<file path="src/verilog/breaker_failure_cfg.svh">
// Purpose: Offsets, field positions, reset values and timing counts.
// Assumes: 25 MHz clock, AXI4-Lite byte addresses.
// Notes: Delays are held in 5 ms steps.
`ifndef BREAKER_FAILURE_CFG_SVH
`define BREAKER_FAILURE_CFG_SVH
`define BF_CLK_PERIOD_NS 40
`define BF_STEP_NS 5000000
`define BF_TICK_CYCLES (`BF_STEP_NS / `BF_CLK_PERIOD_NS)
`define BF_STEP_US 5000
`define BF_DELAY_DEF_MS 200
`define RT_DELAY_DEF_MS 100
`define BF_DELAY_MAX_MS 1800000
`define BF_DELAY_DEF_STEPS ((`BF_DELAY_DEF_MS * 1000) / `BF_STEP_US)
`define RT_DELAY_DEF_STEPS ((`RT_DELAY_DEF_MS * 1000) / `BF_STEP_US)
`define BF_DELAY_MAX_STEPS ((`BF_DELAY_MAX_MS * 1000) / `BF_STEP_US)
`define BF_HIST_DEPTH 12
`define OFS_CTRL 8'h00
`define OFS_BFDELAY 8'h04
`define OFS_RTDELAY 8'h08
`define OFS_EVTSEL 8'h0C
`define OFS_STATUS 8'h10
`define OFS_MASK 8'h14
`define OFS_LIVE 8'h18
`define OFS_CNT_A 8'h1C
`define OFS_CNT_B 8'h20
`define OFS_HIDX 8'h24
`define OFS_HW0 8'h28
`define OFS_HW1 8'h2C
`define OFS_HW2 8'h30
`define OFS_HW3 8'h34
`define CTRL_RETRIP_EN 0
`define CTRL_CUR_SUP 1
`define CTRL_DO_SUP 2
`define CTRL_CNT_CLR 3
`define CTRL_RESET 32'h0000_0001
`define EVTSEL_RESET 32'h0000_FFFF
`define MASK_RESET 32'h0000_0000
`endif

</file>
<file path="src/verilog/breaker_failure_pkg.sv">
// Purpose: Types shared by the breaker failure unit.
// Assumes: Delay counts fit 19 bits.
// Notes: Condition bit order is fixed by cond_t.
package breaker_failure_pkg;
  typedef logic [18:0] steps_t;
  typedef struct packed {
    logic [15:0] phaseCur;
    logic [15:0] resCur;
  } measure_t;
  // Bit 0 is start, bit 7 residual current
  typedef struct packed {
    logic resCur;
    logic phaseCur;
    logic signal;
    logic doMon;
    logic block;
    logic bfTrip;
    logic retrip;
    logic started;
  } cond_t;
  typedef struct packed {
    logic [31:0] stampMs;
    logic [3:0] eventCode;
    logic [2:0] group;
    measure_t meas;
    steps_t toRetrip;
    steps_t toFailure;
  } hist_rec_t;
  typedef enum logic [0:0] {
    W_IDLE = 1'b0,
    W_RESP = 1'b1
  } wr_state_t;
endpackage : breaker_failure_pkg

</file>
<file path="src/verilog/history_ring.sv">
// Purpose: Ring of the most recent operation records.
// Assumes: Index 0 reads the newest record.
// Notes: Oldest record is overwritten once full.
`timescale 1ns/1ps
module history_ring #(
  parameter int DEPTH = 12
) (
  input wire logic clk, // Device clock
  input wire logic resetn, // Synchronous reset, active low
  input wire logic wrEn, // Store one record
  input wire breaker_failure_pkg::hist_rec_t wrRec, // Record to store
  input wire logic [3:0] rdIdx, // Age of record to read
  output breaker_failure_pkg::hist_rec_t rdRec, // Selected record
  output logic [3:0] fill // Records held
);
  import breaker_failure_pkg::*;
  hist_rec_t mem [DEPTH];
  logic [3:0] head_reg;
  logic [3:0] fill_reg;
  logic [3:0] lastIdx;
  logic [4:0] rdSum;
  logic [3:0] rdPos;
  assign lastIdx = (head_reg == 4'h0) ? 4'(DEPTH - 1) : head_reg - 4'h1;
  assign rdSum = {1'b0, lastIdx} + 5'(DEPTH) - {1'b0, rdIdx};
  assign rdPos = (rdSum >= 5'(DEPTH)) ? 4'(rdSum - 5'(DEPTH)) : rdSum[3:0];
  assign rdRec = (rdIdx < fill_reg) ? mem[rdPos] : '0;
  assign fill = fill_reg;
  always_ff @(posedge clk) begin
    if (wrEn) begin
      mem[head_reg] <= wrRec;
    end
  end
  always_ff @(posedge clk) begin
    if (!resetn) begin
      head_reg <= 4'h0;
      fill_reg <= 4'h0;
    end else if (wrEn) begin
      head_reg <= (head_reg == 4'(DEPTH - 1)) ? 4'h0 : head_reg + 4'h1;
      fill_reg <= (fill_reg == 4'(DEPTH)) ? fill_reg : fill_reg + 4'h1;
    end
  end
  ring_fill_a: assert property (@(posedge clk) disable iff (!resetn)
    fill_reg <= 4'(DEPTH)) else $error("history fill above depth");
endmodule : history_ring

</file>
<file path="src/verilog/breaker_failure_unit.sv">
// Purpose: Dedicated breaker failure unit with AXI4-Lite registers.
// Assumes: Trip, output monitor and block arrive as asynchronous pins.
// Notes: Operation
`timescale 1ns/1ps
`include "breaker_failure_cfg.svh"
module breaker_failure_unit #(
  parameter int TICK_CYCLES = `BF_TICK_CYCLES
) (
  input wire logic clk, // 25 MHz device clock
  input wire logic resetn, // Synchronous reset, active low
  input wire logic [31:0] awaddr, // AXI write address
  input wire logic awvalid, // AXI
  output logic awready, // AXI
  input wire logic [31:0] wdata, // AXI write data
  input wire logic [3:0] wstrb, // AXI byte enables
  input wire logic wvalid, // AXI
  output logic wready, // AXI
  output logic [1:0] bresp, // AXI write response
  output logic bvalid, // AXI
  input wire logic bready, // AXI
  input wire logic [31:0] araddr, // AXI read address
  input wire logic arvalid, // AXI
  output logic arready, // AXI
  output logic [31:0] rdata, // AXI read data
  output logic [1:0] rresp, // AXI read response
  output logic rvalid, // AXI
  input wire logic rready, // AXI
  input wire logic tripPin, // Outside feeder trip, async
  input wire logic doMonitorPin, // Output contact monitor, async
  input wire logic blockPin, // Function block, async
  input wire logic phaseAbove, // Phase current over threshold
  input wire logic resAbove, // Residual current over threshold
  input wire breaker_failure_pkg::measure_t meas, // Live currents
  input wire logic [31:0] timeMs, // Wall time in ms
  input wire logic [2:0] settingGroup, // Active setting group
  output logic breakerFailureTrip, // Command to incoming breaker
  output logic redundantTrip, // Redundant trip output
  output breaker_failure_pkg::cond_t logicSignals, // Status to user logic
  output logic eventValid, // One-cycle event strobe
  output logic [7:0] eventOn, // ON events this strobe
  output logic [7:0] eventOff, // OFF events this strobe
  output logic [31:0] eventStamp, // Event time stamp
  output logic irq // Level interrupt
);
  import breaker_failure_pkg::*;

  function automatic logic [31:0] mergeBytes(input logic [31:0] old, input logic [31:0] nw,
                                             input logic [3:0] strb);
    logic [31:0] res;
    res = old;
    for (int b = 0; b < 4; b++) begin
      if (strb[b]) begin
        res[8*b +: 8] = nw[8*b +: 8];
      end
    end
    return res;
  endfunction : mergeBytes

  function automatic logic [3:0] firstSet(input logic [7:0] v);
    logic [3:0] idx;
    idx = 4'hF;
    for (int i = 7; i >= 0; i--) begin
      if (v[i]) begin
        idx = 4'(i);
      end
    end
    return idx;
  endfunction : firstSet

  // Pins pass three flops; a change counts once stages two and three agree
  logic [2:0] pinRaw;
  logic [2:0] syncA_reg;
  logic [2:0] syncB_reg;
  logic [2:0] syncC_reg;
  logic [2:0] pinClean_reg;
  assign pinRaw = {blockPin, doMonitorPin, tripPin};
  genvar g;
  generate
    for (g = 0; g < 3; g++) begin : g_sync
      always_ff @(posedge clk) begin
        if (!resetn) begin
          syncA_reg[g] <= 1'b0;
          syncB_reg[g] <= 1'b0;
          syncC_reg[g] <= 1'b0;
          pinClean_reg[g] <= 1'b0;
        end else begin
          syncA_reg[g] <= pinRaw[g];
          syncB_reg[g] <= syncA_reg[g];
          syncC_reg[g] <= syncB_reg[g];
          if (syncB_reg[g] == syncC_reg[g]) begin
            pinClean_reg[g] <= syncC_reg[g];
          end
        end
      end
    end
  endgenerate
  logic tripIn;
  logic doMon;
  logic blockIn;
  assign tripIn = pinClean_reg[0];
  assign doMon = pinClean_reg[1];
  assign blockIn = pinClean_reg[2];

  // Registers
  logic [31:0] ctrl_reg;
  logic [31:0] bfDelay_reg;
  logic [31:0] rtDelay_reg;
  logic [31:0] evtSel_reg;
  logic [31:0] status_reg;
  logic [31:0] mask_reg;
  logic [3:0] histIdx_reg;
  logic [15:0] cntRetrip_reg;
  logic [15:0] cntFail_reg;
  logic [15:0] cntStart_reg;
  logic [15:0] cntBlock_reg;
  logic retripEn;
  logic curSup;
  logic doSup;
  steps_t bfDelay;
  steps_t rtDelay;
  assign retripEn = ctrl_reg[`CTRL_RETRIP_EN];
  assign curSup = ctrl_reg[`CTRL_CUR_SUP];
  assign doSup = ctrl_reg[`CTRL_DO_SUP];
  assign bfDelay = bfDelay_reg[18:0];
  assign rtDelay = rtDelay_reg[18:0];

  // Step tick, one pulse every 5 ms
  logic [31:0] tickCnt_reg;
  logic tick;
  assign tick = (tickCnt_reg == 32'(TICK_CYCLES - 1));
  always_ff @(posedge clk) begin
    if (!resetn || tick) begin
      tickCnt_reg <= 32'h0000_0000;
    end else begin
      tickCnt_reg <= tickCnt_reg + 32'h0000_0001;
    end
  end

  // Start only from the trip input, optionally gated by supervision
  logic start;
  assign start = tripIn && !blockIn
    && (!curSup || phaseAbove || resAbove)
    && (!doSup || doMon);

  // One step counter serves both delays
  steps_t stepCnt_reg;
  logic cntSat;
  assign cntSat = (stepCnt_reg == 19'h7_FFFF);
  always_ff @(posedge clk) begin
    if (!resetn || !start) begin
      stepCnt_reg <= 19'h0_0000;
    end else if (tick && !cntSat) begin
      stepCnt_reg <= stepCnt_reg + 19'h0_0001;
    end
  end
  logic bfReached;
  logic rtReached;
  steps_t toFailure;
  steps_t toRetrip;
  assign bfReached = start && (stepCnt_reg >= bfDelay);
  assign rtReached = start && retripEn && (stepCnt_reg >= rtDelay);
  assign toFailure = (bfDelay > stepCnt_reg) ? bfDelay - stepCnt_reg : 19'h0_0000;
  assign toRetrip = (rtDelay > stepCnt_reg) ? rtDelay - stepCnt_reg : 19'h0_0000;

  // Conditions and their edges
  cond_t cond_reg;
  cond_t prev_reg;
  logic [7:0] onEv;
  logic [7:0] offEv;
  logic [7:0] onKept;
  logic [7:0] offKept;
  assign onEv = cond_reg & ~prev_reg;
  assign offEv = ~cond_reg & prev_reg;
  assign onKept = onEv & evtSel_reg[7:0];
  assign offKept = offEv & evtSel_reg[15:8];
  always_ff @(posedge clk) begin
    if (!resetn) begin
      cond_reg <= '0;
      prev_reg <= '0;
    end else begin
      cond_reg <= '{resCur: resAbove, phaseCur: phaseAbove, signal: tripIn, doMon: doMon,
                    block: blockIn, bfTrip: bfReached, retrip: rtReached, started: start};
      prev_reg <= cond_reg;
    end
  end
  assign breakerFailureTrip = cond_reg.bfTrip;
  assign redundantTrip = cond_reg.retrip;
  assign logicSignals = cond_reg;

  // Event buffer feed
  always_ff @(posedge clk) begin
    if (!resetn) begin
      eventValid <= 1'b0;
      eventOn <= 8'h00;
      eventOff <= 8'h00;
      eventStamp <= 32'h0000_0000;
    end else begin
      eventValid <= |{onKept, offKept};
      eventOn <= onKept;
      eventOff <= offKept;
      eventStamp <= timeMs;
    end
  end

  // History records
  hist_rec_t histIn;
  hist_rec_t histOut;
  logic [3:0] histFill;
  logic histWr;
  assign histWr = |onEv;
  assign histIn = '{stampMs: timeMs, eventCode: firstSet(onEv), group: settingGroup,
                    meas: meas, toRetrip: toRetrip, toFailure: toFailure};
  history_ring #(.DEPTH(`BF_HIST_DEPTH)) u_hist (
    .clk(clk),
    .resetn(resetn),
    .wrEn(histWr),
    .wrRec(histIn),
    .rdIdx(histIdx_reg),
    .rdRec(histOut),
    .fill(histFill)
  );

  // AXI4-Lite write side
  wr_state_t wrState_reg;
  logic awHeld_reg;
  logic wHeld_reg;
  logic [7:0] awAddr_reg;
  logic [31:0] wData_reg;
  logic [3:0] wStrb_reg;
  logic doWrite;
  logic wrHit;
  logic wrOk;
  logic awHigh_reg;
  assign doWrite = awHeld_reg && wHeld_reg && (wrState_reg == W_IDLE);
  // Upper address bits held with the offset; the bus may move once taken
  assign wrHit = (awAddr_reg <= `OFS_HW3) && (awAddr_reg[1:0] == 2'b00) && !awHigh_reg;
  assign wrOk = doWrite && wrHit;
  always_ff @(posedge clk) begin
    if (!resetn) begin
      wrState_reg <= W_IDLE;
      awHeld_reg <= 1'b0;
      wHeld_reg <= 1'b0;
      awready <= 1'b0;
      wready <= 1'b0;
      bvalid <= 1'b0;
      bresp <= 2'b00;
      awAddr_reg <= 8'h00;
      awHigh_reg <= 1'b0;
      wData_reg <= 32'h0000_0000;
      wStrb_reg <= 4'h0;
    end else begin
      case (wrState_reg)
        W_IDLE: begin
          if (awvalid && awready) begin
            awHeld_reg <= 1'b1;
            awAddr_reg <= awaddr[7:0];
            awHigh_reg <= |awaddr[31:8];
          end
          if (wvalid && wready) begin
            wHeld_reg <= 1'b1;
            wData_reg <= wdata;
            wStrb_reg <= wstrb;
          end
          awready <= !(awHeld_reg || (awvalid && awready));
          wready <= !(wHeld_reg || (wvalid && wready));
          if (doWrite) begin
            wrState_reg <= W_RESP;
            bvalid <= 1'b1;
            bresp <= wrHit ? 2'b00 : 2'b10;
            awready <= 1'b0;
            wready <= 1'b0;
          end
        end
        W_RESP: begin
          if (bready) begin
            bvalid <= 1'b0;
            awHeld_reg <= 1'b0;
            wHeld_reg <= 1'b0;
            wrState_reg <= W_IDLE;
          end
        end
        default: wrState_reg <= W_IDLE;
      endcase
    end
  end

  logic wrCtrl;
  logic wrStatus;
  logic cntClear;
  assign wrCtrl = wrOk && (awAddr_reg == `OFS_CTRL);
  assign wrStatus = wrOk && (awAddr_reg == `OFS_STATUS) && wStrb_reg[0] && wStrb_reg[1];
  assign cntClear = wrCtrl && wStrb_reg[0] && wData_reg[`CTRL_CNT_CLR];
  always_ff @(posedge clk) begin
    if (!resetn) begin
      ctrl_reg <= `CTRL_RESET;
      bfDelay_reg <= 32'(`BF_DELAY_DEF_STEPS);
      rtDelay_reg <= 32'(`RT_DELAY_DEF_STEPS);
      evtSel_reg <= `EVTSEL_RESET;
      mask_reg <= `MASK_RESET;
      histIdx_reg <= 4'h0;
    end else if (wrOk) begin
      case (awAddr_reg)
        `OFS_CTRL: ctrl_reg <= mergeBytes(ctrl_reg, wData_reg, wStrb_reg) & 32'h0000_0007;
        `OFS_BFDELAY: begin
          // Out of range values are clamped to the top of the range
          if (mergeBytes(bfDelay_reg, wData_reg, wStrb_reg) > 32'(`BF_DELAY_MAX_STEPS)) begin
            bfDelay_reg <= 32'(`BF_DELAY_MAX_STEPS);
          end else begin
            bfDelay_reg <= mergeBytes(bfDelay_reg, wData_reg, wStrb_reg);
          end
        end
        `OFS_RTDELAY: begin
          if (mergeBytes(rtDelay_reg, wData_reg, wStrb_reg) > 32'(`BF_DELAY_MAX_STEPS)) begin
            rtDelay_reg <= 32'(`BF_DELAY_MAX_STEPS);
          end else begin
            rtDelay_reg <= mergeBytes(rtDelay_reg, wData_reg, wStrb_reg);
          end
        end
        `OFS_EVTSEL: evtSel_reg <= mergeBytes(evtSel_reg, wData_reg, wStrb_reg) & 32'h0000_FFFF;
        `OFS_MASK: mask_reg <= mergeBytes(mask_reg, wData_reg, wStrb_reg) & 32'h0000_FFFF;
        `OFS_HIDX: histIdx_reg <= wStrb_reg[0] ? wData_reg[3:0] : histIdx_reg;
        default: histIdx_reg <= histIdx_reg;
      endcase
    end
  end

  // Sticky event status; a new event wins over a clear
  logic [31:0] statusSet;
  assign statusSet = {16'h0000, offEv, onEv};
  always_ff @(posedge clk) begin
    if (!resetn) begin
      status_reg <= 32'h0000_0000;
      irq <= 1'b0;
    end else begin
      status_reg <= (status_reg & ~(wrStatus ? wData_reg : 32'h0000_0000)) | statusSet;
      irq <= |(status_reg & mask_reg);
    end
  end

  // Counters saturate rather than wrap
  logic [3:0] cntInc;
  assign cntInc = {onEv[3], onEv[0], onEv[2], onEv[1]};
  always_ff @(posedge clk) begin
    if (!resetn || cntClear) begin
      cntRetrip_reg <= 16'h0000;
      cntFail_reg <= 16'h0000;
      cntStart_reg <= 16'h0000;
      cntBlock_reg <= 16'h0000;
    end else begin
      if (cntInc[0] && cntRetrip_reg != 16'hFFFF) begin
        cntRetrip_reg <= cntRetrip_reg + 16'h0001;
      end
      if (cntInc[1] && cntFail_reg != 16'hFFFF) cntFail_reg <= cntFail_reg + 16'h0001;
      if (cntInc[2] && cntStart_reg != 16'hFFFF) cntStart_reg <= cntStart_reg + 16'h0001;
      if (cntInc[3] && cntBlock_reg != 16'hFFFF) cntBlock_reg <= cntBlock_reg + 16'h0001;
    end
  end

  // AXI4-Lite read side
  logic [7:0] ra;
  logic rdHit;
  logic [31:0] rdMux;
  assign ra = araddr[7:0];
  assign rdHit = (ra <= `OFS_HW3) && (ra[1:0] == 2'b00) && (araddr[31:8] == 24'h00_0000);
  assign rdMux =
    (ra == `OFS_CTRL) ? ctrl_reg :
    (ra == `OFS_BFDELAY) ? bfDelay_reg :
    (ra == `OFS_RTDELAY) ? rtDelay_reg :
    (ra == `OFS_EVTSEL) ? evtSel_reg :
    (ra == `OFS_STATUS) ? status_reg :
    (ra == `OFS_MASK) ? mask_reg :
    (ra == `OFS_LIVE) ? {13'h0000, stepCnt_reg} | {24'h00_0000, cond_reg} << 24 :
    (ra == `OFS_CNT_A) ? {cntFail_reg, cntRetrip_reg} :
    (ra == `OFS_CNT_B) ? {cntBlock_reg, cntStart_reg} :
    (ra == `OFS_HIDX) ? {24'h00_0000, histFill, histIdx_reg} :
    (ra == `OFS_HW0) ? histOut.stampMs :
    (ra == `OFS_HW1) ? {histOut.eventCode, 25'h000_0000, histOut.group} :
    (ra == `OFS_HW2) ? histOut.meas :
    (ra == `OFS_HW3) ? {3'b000, histOut.toFailure[18:6], 3'b000, histOut.toRetrip[18:6]} :
    32'h0000_0000;
  always_ff @(posedge clk) begin
    if (!resetn) begin
      arready <= 1'b0;
      rvalid <= 1'b0;
      rdata <= 32'h0000_0000;
      rresp <= 2'b00;
    end else if (rvalid) begin
      if (rready) begin
        rvalid <= 1'b0;
        arready <= 1'b1;
      end
    end else if (arvalid && arready) begin
      arready <= 1'b0;
      rvalid <= 1'b1;
      rdata <= rdHit ? rdMux : 32'h0000_0000;
      rresp <= rdHit ? 2'b00 : 2'b10;
    end else begin
      arready <= 1'b1;
    end
  end

  // Checks
  start_from_trip_a: assert property (@(posedge clk) disable iff (!resetn)
    cond_reg.started |-> $past(tripIn)) else $error("start without trip input");
  count_on_tick_a: assert property (@(posedge clk) disable iff (!resetn)
    start && tick && !cntSat ##1 start |-> stepCnt_reg == $past(stepCnt_reg) + 19'h0_0001)
    else $error("delay counter did not advance");
  fail_cmd_cause_a: assert property (@(posedge clk) disable iff (!resetn)
    $rose(breakerFailureTrip) |-> $past(start) && $past(stepCnt_reg) >= $past(bfDelay))
    else $error("failure command without elapsed delay");
  supervision_gate_a: assert property (@(posedge clk) disable iff (!resetn)
    curSup && !phaseAbove && !resAbove |=> !cond_reg.started)
    else $error("start despite current supervision");
  event_status_a: assert property (@(posedge clk) disable iff (!resetn)
    $rose(breakerFailureTrip) |=> status_reg[2]) else $error("failure ON event missing");
  event_filter_a: assert property (@(posedge clk) disable iff (!resetn)
    eventValid |-> (({24'h00_0000, eventOn} & ~$past(evtSel_reg)) == 32'h0000_0000))
    else $error("unselected ON event stored");
  stamp_capture_a: assert property (@(posedge clk) disable iff (!resetn)
    eventValid |-> eventStamp == $past(timeMs)) else $error("event stamp wrong");
  fail_count_a: assert property (@(posedge clk) disable iff (!resetn)
    onEv[2] && !cntClear && cntFail_reg != 16'hFFFF |=>
    cntFail_reg == $past(cntFail_reg) + 16'h0001)
    else $error("failure counter missed event");
  history_write_a: assert property (@(posedge clk) disable iff (!resetn)
    histWr && histFill != 4'(`BF_HIST_DEPTH) |=> histFill == $past(histFill) + 4'h1)
    else $error("ON event not recorded");
  retrip_off_a: assert property (@(posedge clk) disable iff (!resetn)
    !retripEn |=> !redundantTrip) else $error("redundant trip while disabled");
  early_drop_a: assert property (@(posedge clk) disable iff (!resetn)
    !start |=> stepCnt_reg == 19'h0_0000 && !breakerFailureTrip)
    else $error("counter kept after input drop");
  fail_seen_c: cover property (@(posedge clk) disable iff (!resetn) $rose(breakerFailureTrip));
  retrip_seen_c: cover property (@(posedge clk) disable iff (!resetn) $rose(redundantTrip));
  early_drop_c: cover property (@(posedge clk) disable iff (!resetn)
    $fell(start) && !breakerFailureTrip && stepCnt_reg != 19'h0_0000);
  irq_seen_c: cover property (@(posedge clk) disable iff (!resetn) $rose(irq));
endmodule : breaker_failure_unit

</file>
<file path="config.mk">
export PLATFORM = sky130hd
export DESIGN_NAME = breaker_failure_unit
export DESIGN_NICKNAME = d
export VERILOG_FILES = /design/src/verilog/breaker_failure_pkg.sv /design/src/verilog/history_ring.sv /design/src/verilog/breaker_failure_unit.sv
export VERILOG_INCLUDE_DIRS = /design/src /design/src/verilog
export SDC_FILE = /design/constraint.sdc
export NUM_CORES = 2
export LEC_CHECK = 0
export BUFFER_PORTS_ARGS = -buffer_cell sky130_fd_sc_hd__buf_4
export CAP_MARGIN = 30
export CELL_PAD_IN_SITES_DETAIL_PLACEMENT = 1
export CELL_PAD_IN_SITES_GLOBAL_PLACEMENT = 1
export CORE_ASPECT_RATIO = 1.75
export CORE_MARGIN = 2
export CORE_UTILIZATION = 32
export CTS_CLUSTER_SIZE = 12
export DETAILED_ROUTE_END_ITERATION = 7
export GPL_ROUTABILITY_DRIVEN = 1
export GPL_TIMING_DRIVEN = 0
export PLACE_DENSITY_LB_ADDON = 0.12
export SLEW_MARGIN = 20
export SYNTH_ARGS = -nofsm -noshare
export SYNTH_HDL_FRONTEND = slang
export SYNTH_SLANG_ARGS = --single-unit
</file>
<file path="constraint.sdc">
create_clock -name clk -period 21.9 [get_ports clk]
set_clock_uncertainty 0.15 [all_clocks]
set_input_delay 4.38 -clock clk [delete_from_list [all_inputs] [get_ports clk]]
set_output_delay 4.38 -clock clk [all_outputs]
set_load 0.005 [all_outputs]
</file>
==> summary.txt <==
Pwr
  – Pwr/cell area: ~94 nW/um^2
  – Total Power: ~7200 uW
  – Net switching power: slightly above 2000 uW
  – Internal power: 5210 uW
  – Clk network pwr share: between 30% and 40%
  – Net Sw Frac: about 28%
  – Max IR drop VDD: 0.0000582 V
  – LEAKAGE: ~0.026 uW
  – Combinational fraction of design power: between 10% and 20%
  – Flop pwr share: 45.3%

GRT
  – Grt ovf: 0
  – GRT Util Overall: between 20% and 30%
  – Initial antenna violation count: 31
  – Vias in the first global route: 44100
  – Largest net degree at the start of global routing: 20
  – First-pass GRT wire length: about 360 mm

Placement
  – Pre-CTS setup slack: 12.97 ns
  – GP Congestion: just under 1
  – Final HPWL DP: 201 mm
  – I/O Buffers: between 200 and 300

Yosys
  – Average cell area after synthesis: between 10 and 15 sq um
  – Synth area leaders: edfxtp_1 55%, dfxtp_1 13%, mux4_2 10%, nand2_1 2.2%, nor2_1 1.9%
  – Post-synth EDFFs: 1164
  – Area leader, netlist: edfxtp_1
  – Yosys warns: 0
  – Number of synthesized register bits: between 1500 and 2000
  – Post-synth top cells: 1164 x edfxtp_1, 423 x dfxtp_1, 366 x nand2_1
  – Post-synth top area share: approximately 55%
  – Top-count cell post-synth: edfxtp_1
  – Yosys cell types: 90
  – Post-synth top flop: edfxtp_1
  – Post-synthesis cell count: roughly 4300
  – Post-Syn Area: ~64000 sq um
  – Async SR Flop Fraction: 0%
  – Sequential element share of the synthesized area: 68.0%

Clock tree
  – CTS Hold Bufs: 0
  – Post_cts resized: 0
  – Max Root-Sink Buffers: 4
  – CTS Sinks: ~1600
  – CTS tree: done
  – Setup bufs post-CTS: 0
  – Num CTS Buffers: between 150 and 200
  – H-Tree Depth: 4
  – Clk pin slew, worst setup/hold paths: about 0.06 ns
  – Clk_lat worst skew: 0.83 ns
  – Clk root buf: clkbuf_16

Worst hold path
  – Hold depth: 1
  – Worst Hold Class: register to register

Routing
  – Routed len/inst: ~34 um
  – DRT antenna net count: 0
  – DRC: 0
  – Vias/cell: 5.46
  – DRT Wirelength: 264 mm
  – Vias: roughly 42000
  – Drt first pass iters: 6
  – DRT iter0 DRCs: approximately 3200

Cells and area
  – Nets: just over 5000
  – Largest reg by FF count: u_hist.mem
  – Area grow syn2layout: 20.3%
  – Ratio of cells with drive above 1 in the final layout: 22.6%
  – Max reg flops: about 1200
  – # fillers: between 20000 and 25000

Timing
  – Max Clk Rate: about 120 MHz
  – Final worst-path setup slack: 13.71 ns
  – Final setup viols: 0
  – Fin crit share: between 30% and 40%
  – RSZ-0062 raised after global routing: no
  – Slew Viols, Final: 0
  – Setup TNS: 0 ns
  – Rel. slew slack: under 10%
  – Final min period: 8.19 ns
  – Fin. Hold Viols: 0
  – Worst Tran Pin Value: between 1 and 1.5 ns

Critical path
  – Element type at the critical path end: register
  – R2R depth: 21
  – CP Max Fanout: 10
  – Critical Path Start Type: primary input
  – Reg-to-reg slack, setup: 14.75 ns
  – WS Path Type: primary input to register
  – WP data arrival: just under 9 ns
  – Required @ worst endpoint: 22.49 ns

Job
  – Max Cap Violations: 0

Floorplan
  – Initial core utilization: about a third
  – Die W: ~340 um
  – Die H: roughly 600 um
  – Die ar.: 203000 sq um
  – Core Rows: around 220
  – Core region area: around 200000 sq um
  – I/O pins: 280

Outcome
  – Outcome: complete, no violations
[metrics by stage]
| stage | hold WS, ns | cell area (sq um) | instances | util [%] |
|---|---|---|---|---|
| final | 0.290 | 76900 | 7654 | 38.6 |
| after global routing | 0.304 | 76800 | 7641 | 38.6 |
| after CTS | 0.292 | 76800 | 7629 | 38.6 |
| after detailed placement | 0.276 | 71600 | 7357 | 36.0 |
| after global placement | 0.273 | 69200 | 7203 | 34.8 |
| after floorplan | 0.262 | 63900 | 4299 | - |
[per-layer routing]
metal / GRT usage (%) / share of wire [%] / wire (um) / vias to the layer above
met5: 0 / 0.060 / 157 / -
met2: 47.5 / 53 / 140000 / 1397
met4: 16.4 / 7.4 / 19400 / 24
met3: 4.10 / 4.6 / 12000 / 586
li1: - / - / - / 17900
met1: 26.9 / 35 / 91700 / 21900
[area by class of cell]
type | count | area [sq um] | area share, %
well taps | 2628 | 3290 | 4.28
flip-flops and latches | 1587 | 43400 | 56.5
diodes | 19 | 47.5 | 0.0619
multi-input cells | 2405 | 19400 | 25.2
clock buffers | 241 | 4750 | 6.17
clock inverters | 31 | 384 | 0.500
inverters | 81 | 304 | 0.396
plain buffers | 226 | 1050 | 1.37
repair buffers | 436 | 4260 | 5.54
[final timing paths]
path / start / end
max: araddr[1] / rdata[18]$_SDFFE_PN0P_
min: syncA_reg[0]$_SDFF_PN0_ / syncB_reg[0]$_SDFF_PN0_
max reg2reg: u_hist.head_reg[3]$_SDFFE_PN0P_ / rdata[18]$_SDFFE_PN0P_
min reg2reg: syncA_reg[0]$_SDFF_PN0_ / syncB_reg[0]$_SDFF_PN0_
[cells in the final DEF, fill, tap and decap left out, types with 28 or more instances in the layout]
| cell type | synthesis | routed |
|---|---|---|
| edfxtp_1 | 1164 | 1164 |
| dfxtp_1 | 423 | 423 |
| nand2_1 | 366 | 366 |
| buf_4 | 22 | 364 |
| nor2_1 | 316 | 296 |
| mux4_2 | 283 | 283 |
| a21oi_1 | 195 | 195 |
| clkbuf_16 | 0 | 174 |
| clkbuf_1 | 131 | 162 |
| nand3_1 | 147 | 147 |
| a22oi_1 | 114 | 114 |
| o21ai_0 | 88 | 82 |
| inv_1 | 79 | 79 |
| and2_1 | 71 | 71 |
| xnor2_1 | 68 | 68 |
| buf_2 | 59 | 67 |
| and3_1 | 64 | 64 |
| ha_1 | 62 | 62 |
| xor2_1 | 50 | 50 |
| mux2i_1 | 51 | 50 |
| a31oi_1 | 36 | 33 |
| nor3_1 | 45 | 32 |
| buf_6 | 1 | 30 |
| nand4_1 | 29 | 29 |
| nor4_1 | 29 | 29 |
| buf_12 | 0 | 28 |
[worst max-delay path: stages]
cell	delay [ns]
buf_4	0.14
nor4_2	0.78
and2_1	0.23
buf_2	0.31
buf_2	0.40
buf_2	0.47
nand2_1	0.11
nand3_1	0.11
a31oi_1	0.35
o21ai_1	0.93
a31oi_1	0.24
o31ai_1	0.26
[kinds of logic after synthesis]
| kind of cell | count (synthesis) | share of synthesized area (%) |
|---|---|---|
| compound gates | 705 | 7.53 |
| xor+xnor | 118 | 1.62 |
| fa+ha+maj | 63 | 1.25 |
| buf+inv | 307 | 2.06 |
| flops | 1587 | 68.0 |
| mux | 339 | 10.9 |
| other cells | 1 | 0.00587 |
| simple gates | 1178 | 8.70 |
[power by group through the flow]
stage | Combinational (uW) | Sequential [uW] | Clock, uW
after detailed placement | 1160 | 3350 | 0
after global placement | 1110 | 3370 | 0
after global routing | 1190 | 3280 | 2960
after CTS | 1170 | 3280 | 2870
after floorplan | 519 | 3350 | 0
final | 1150 | 3280 | 2800
(Power assumes the default switching activity.)
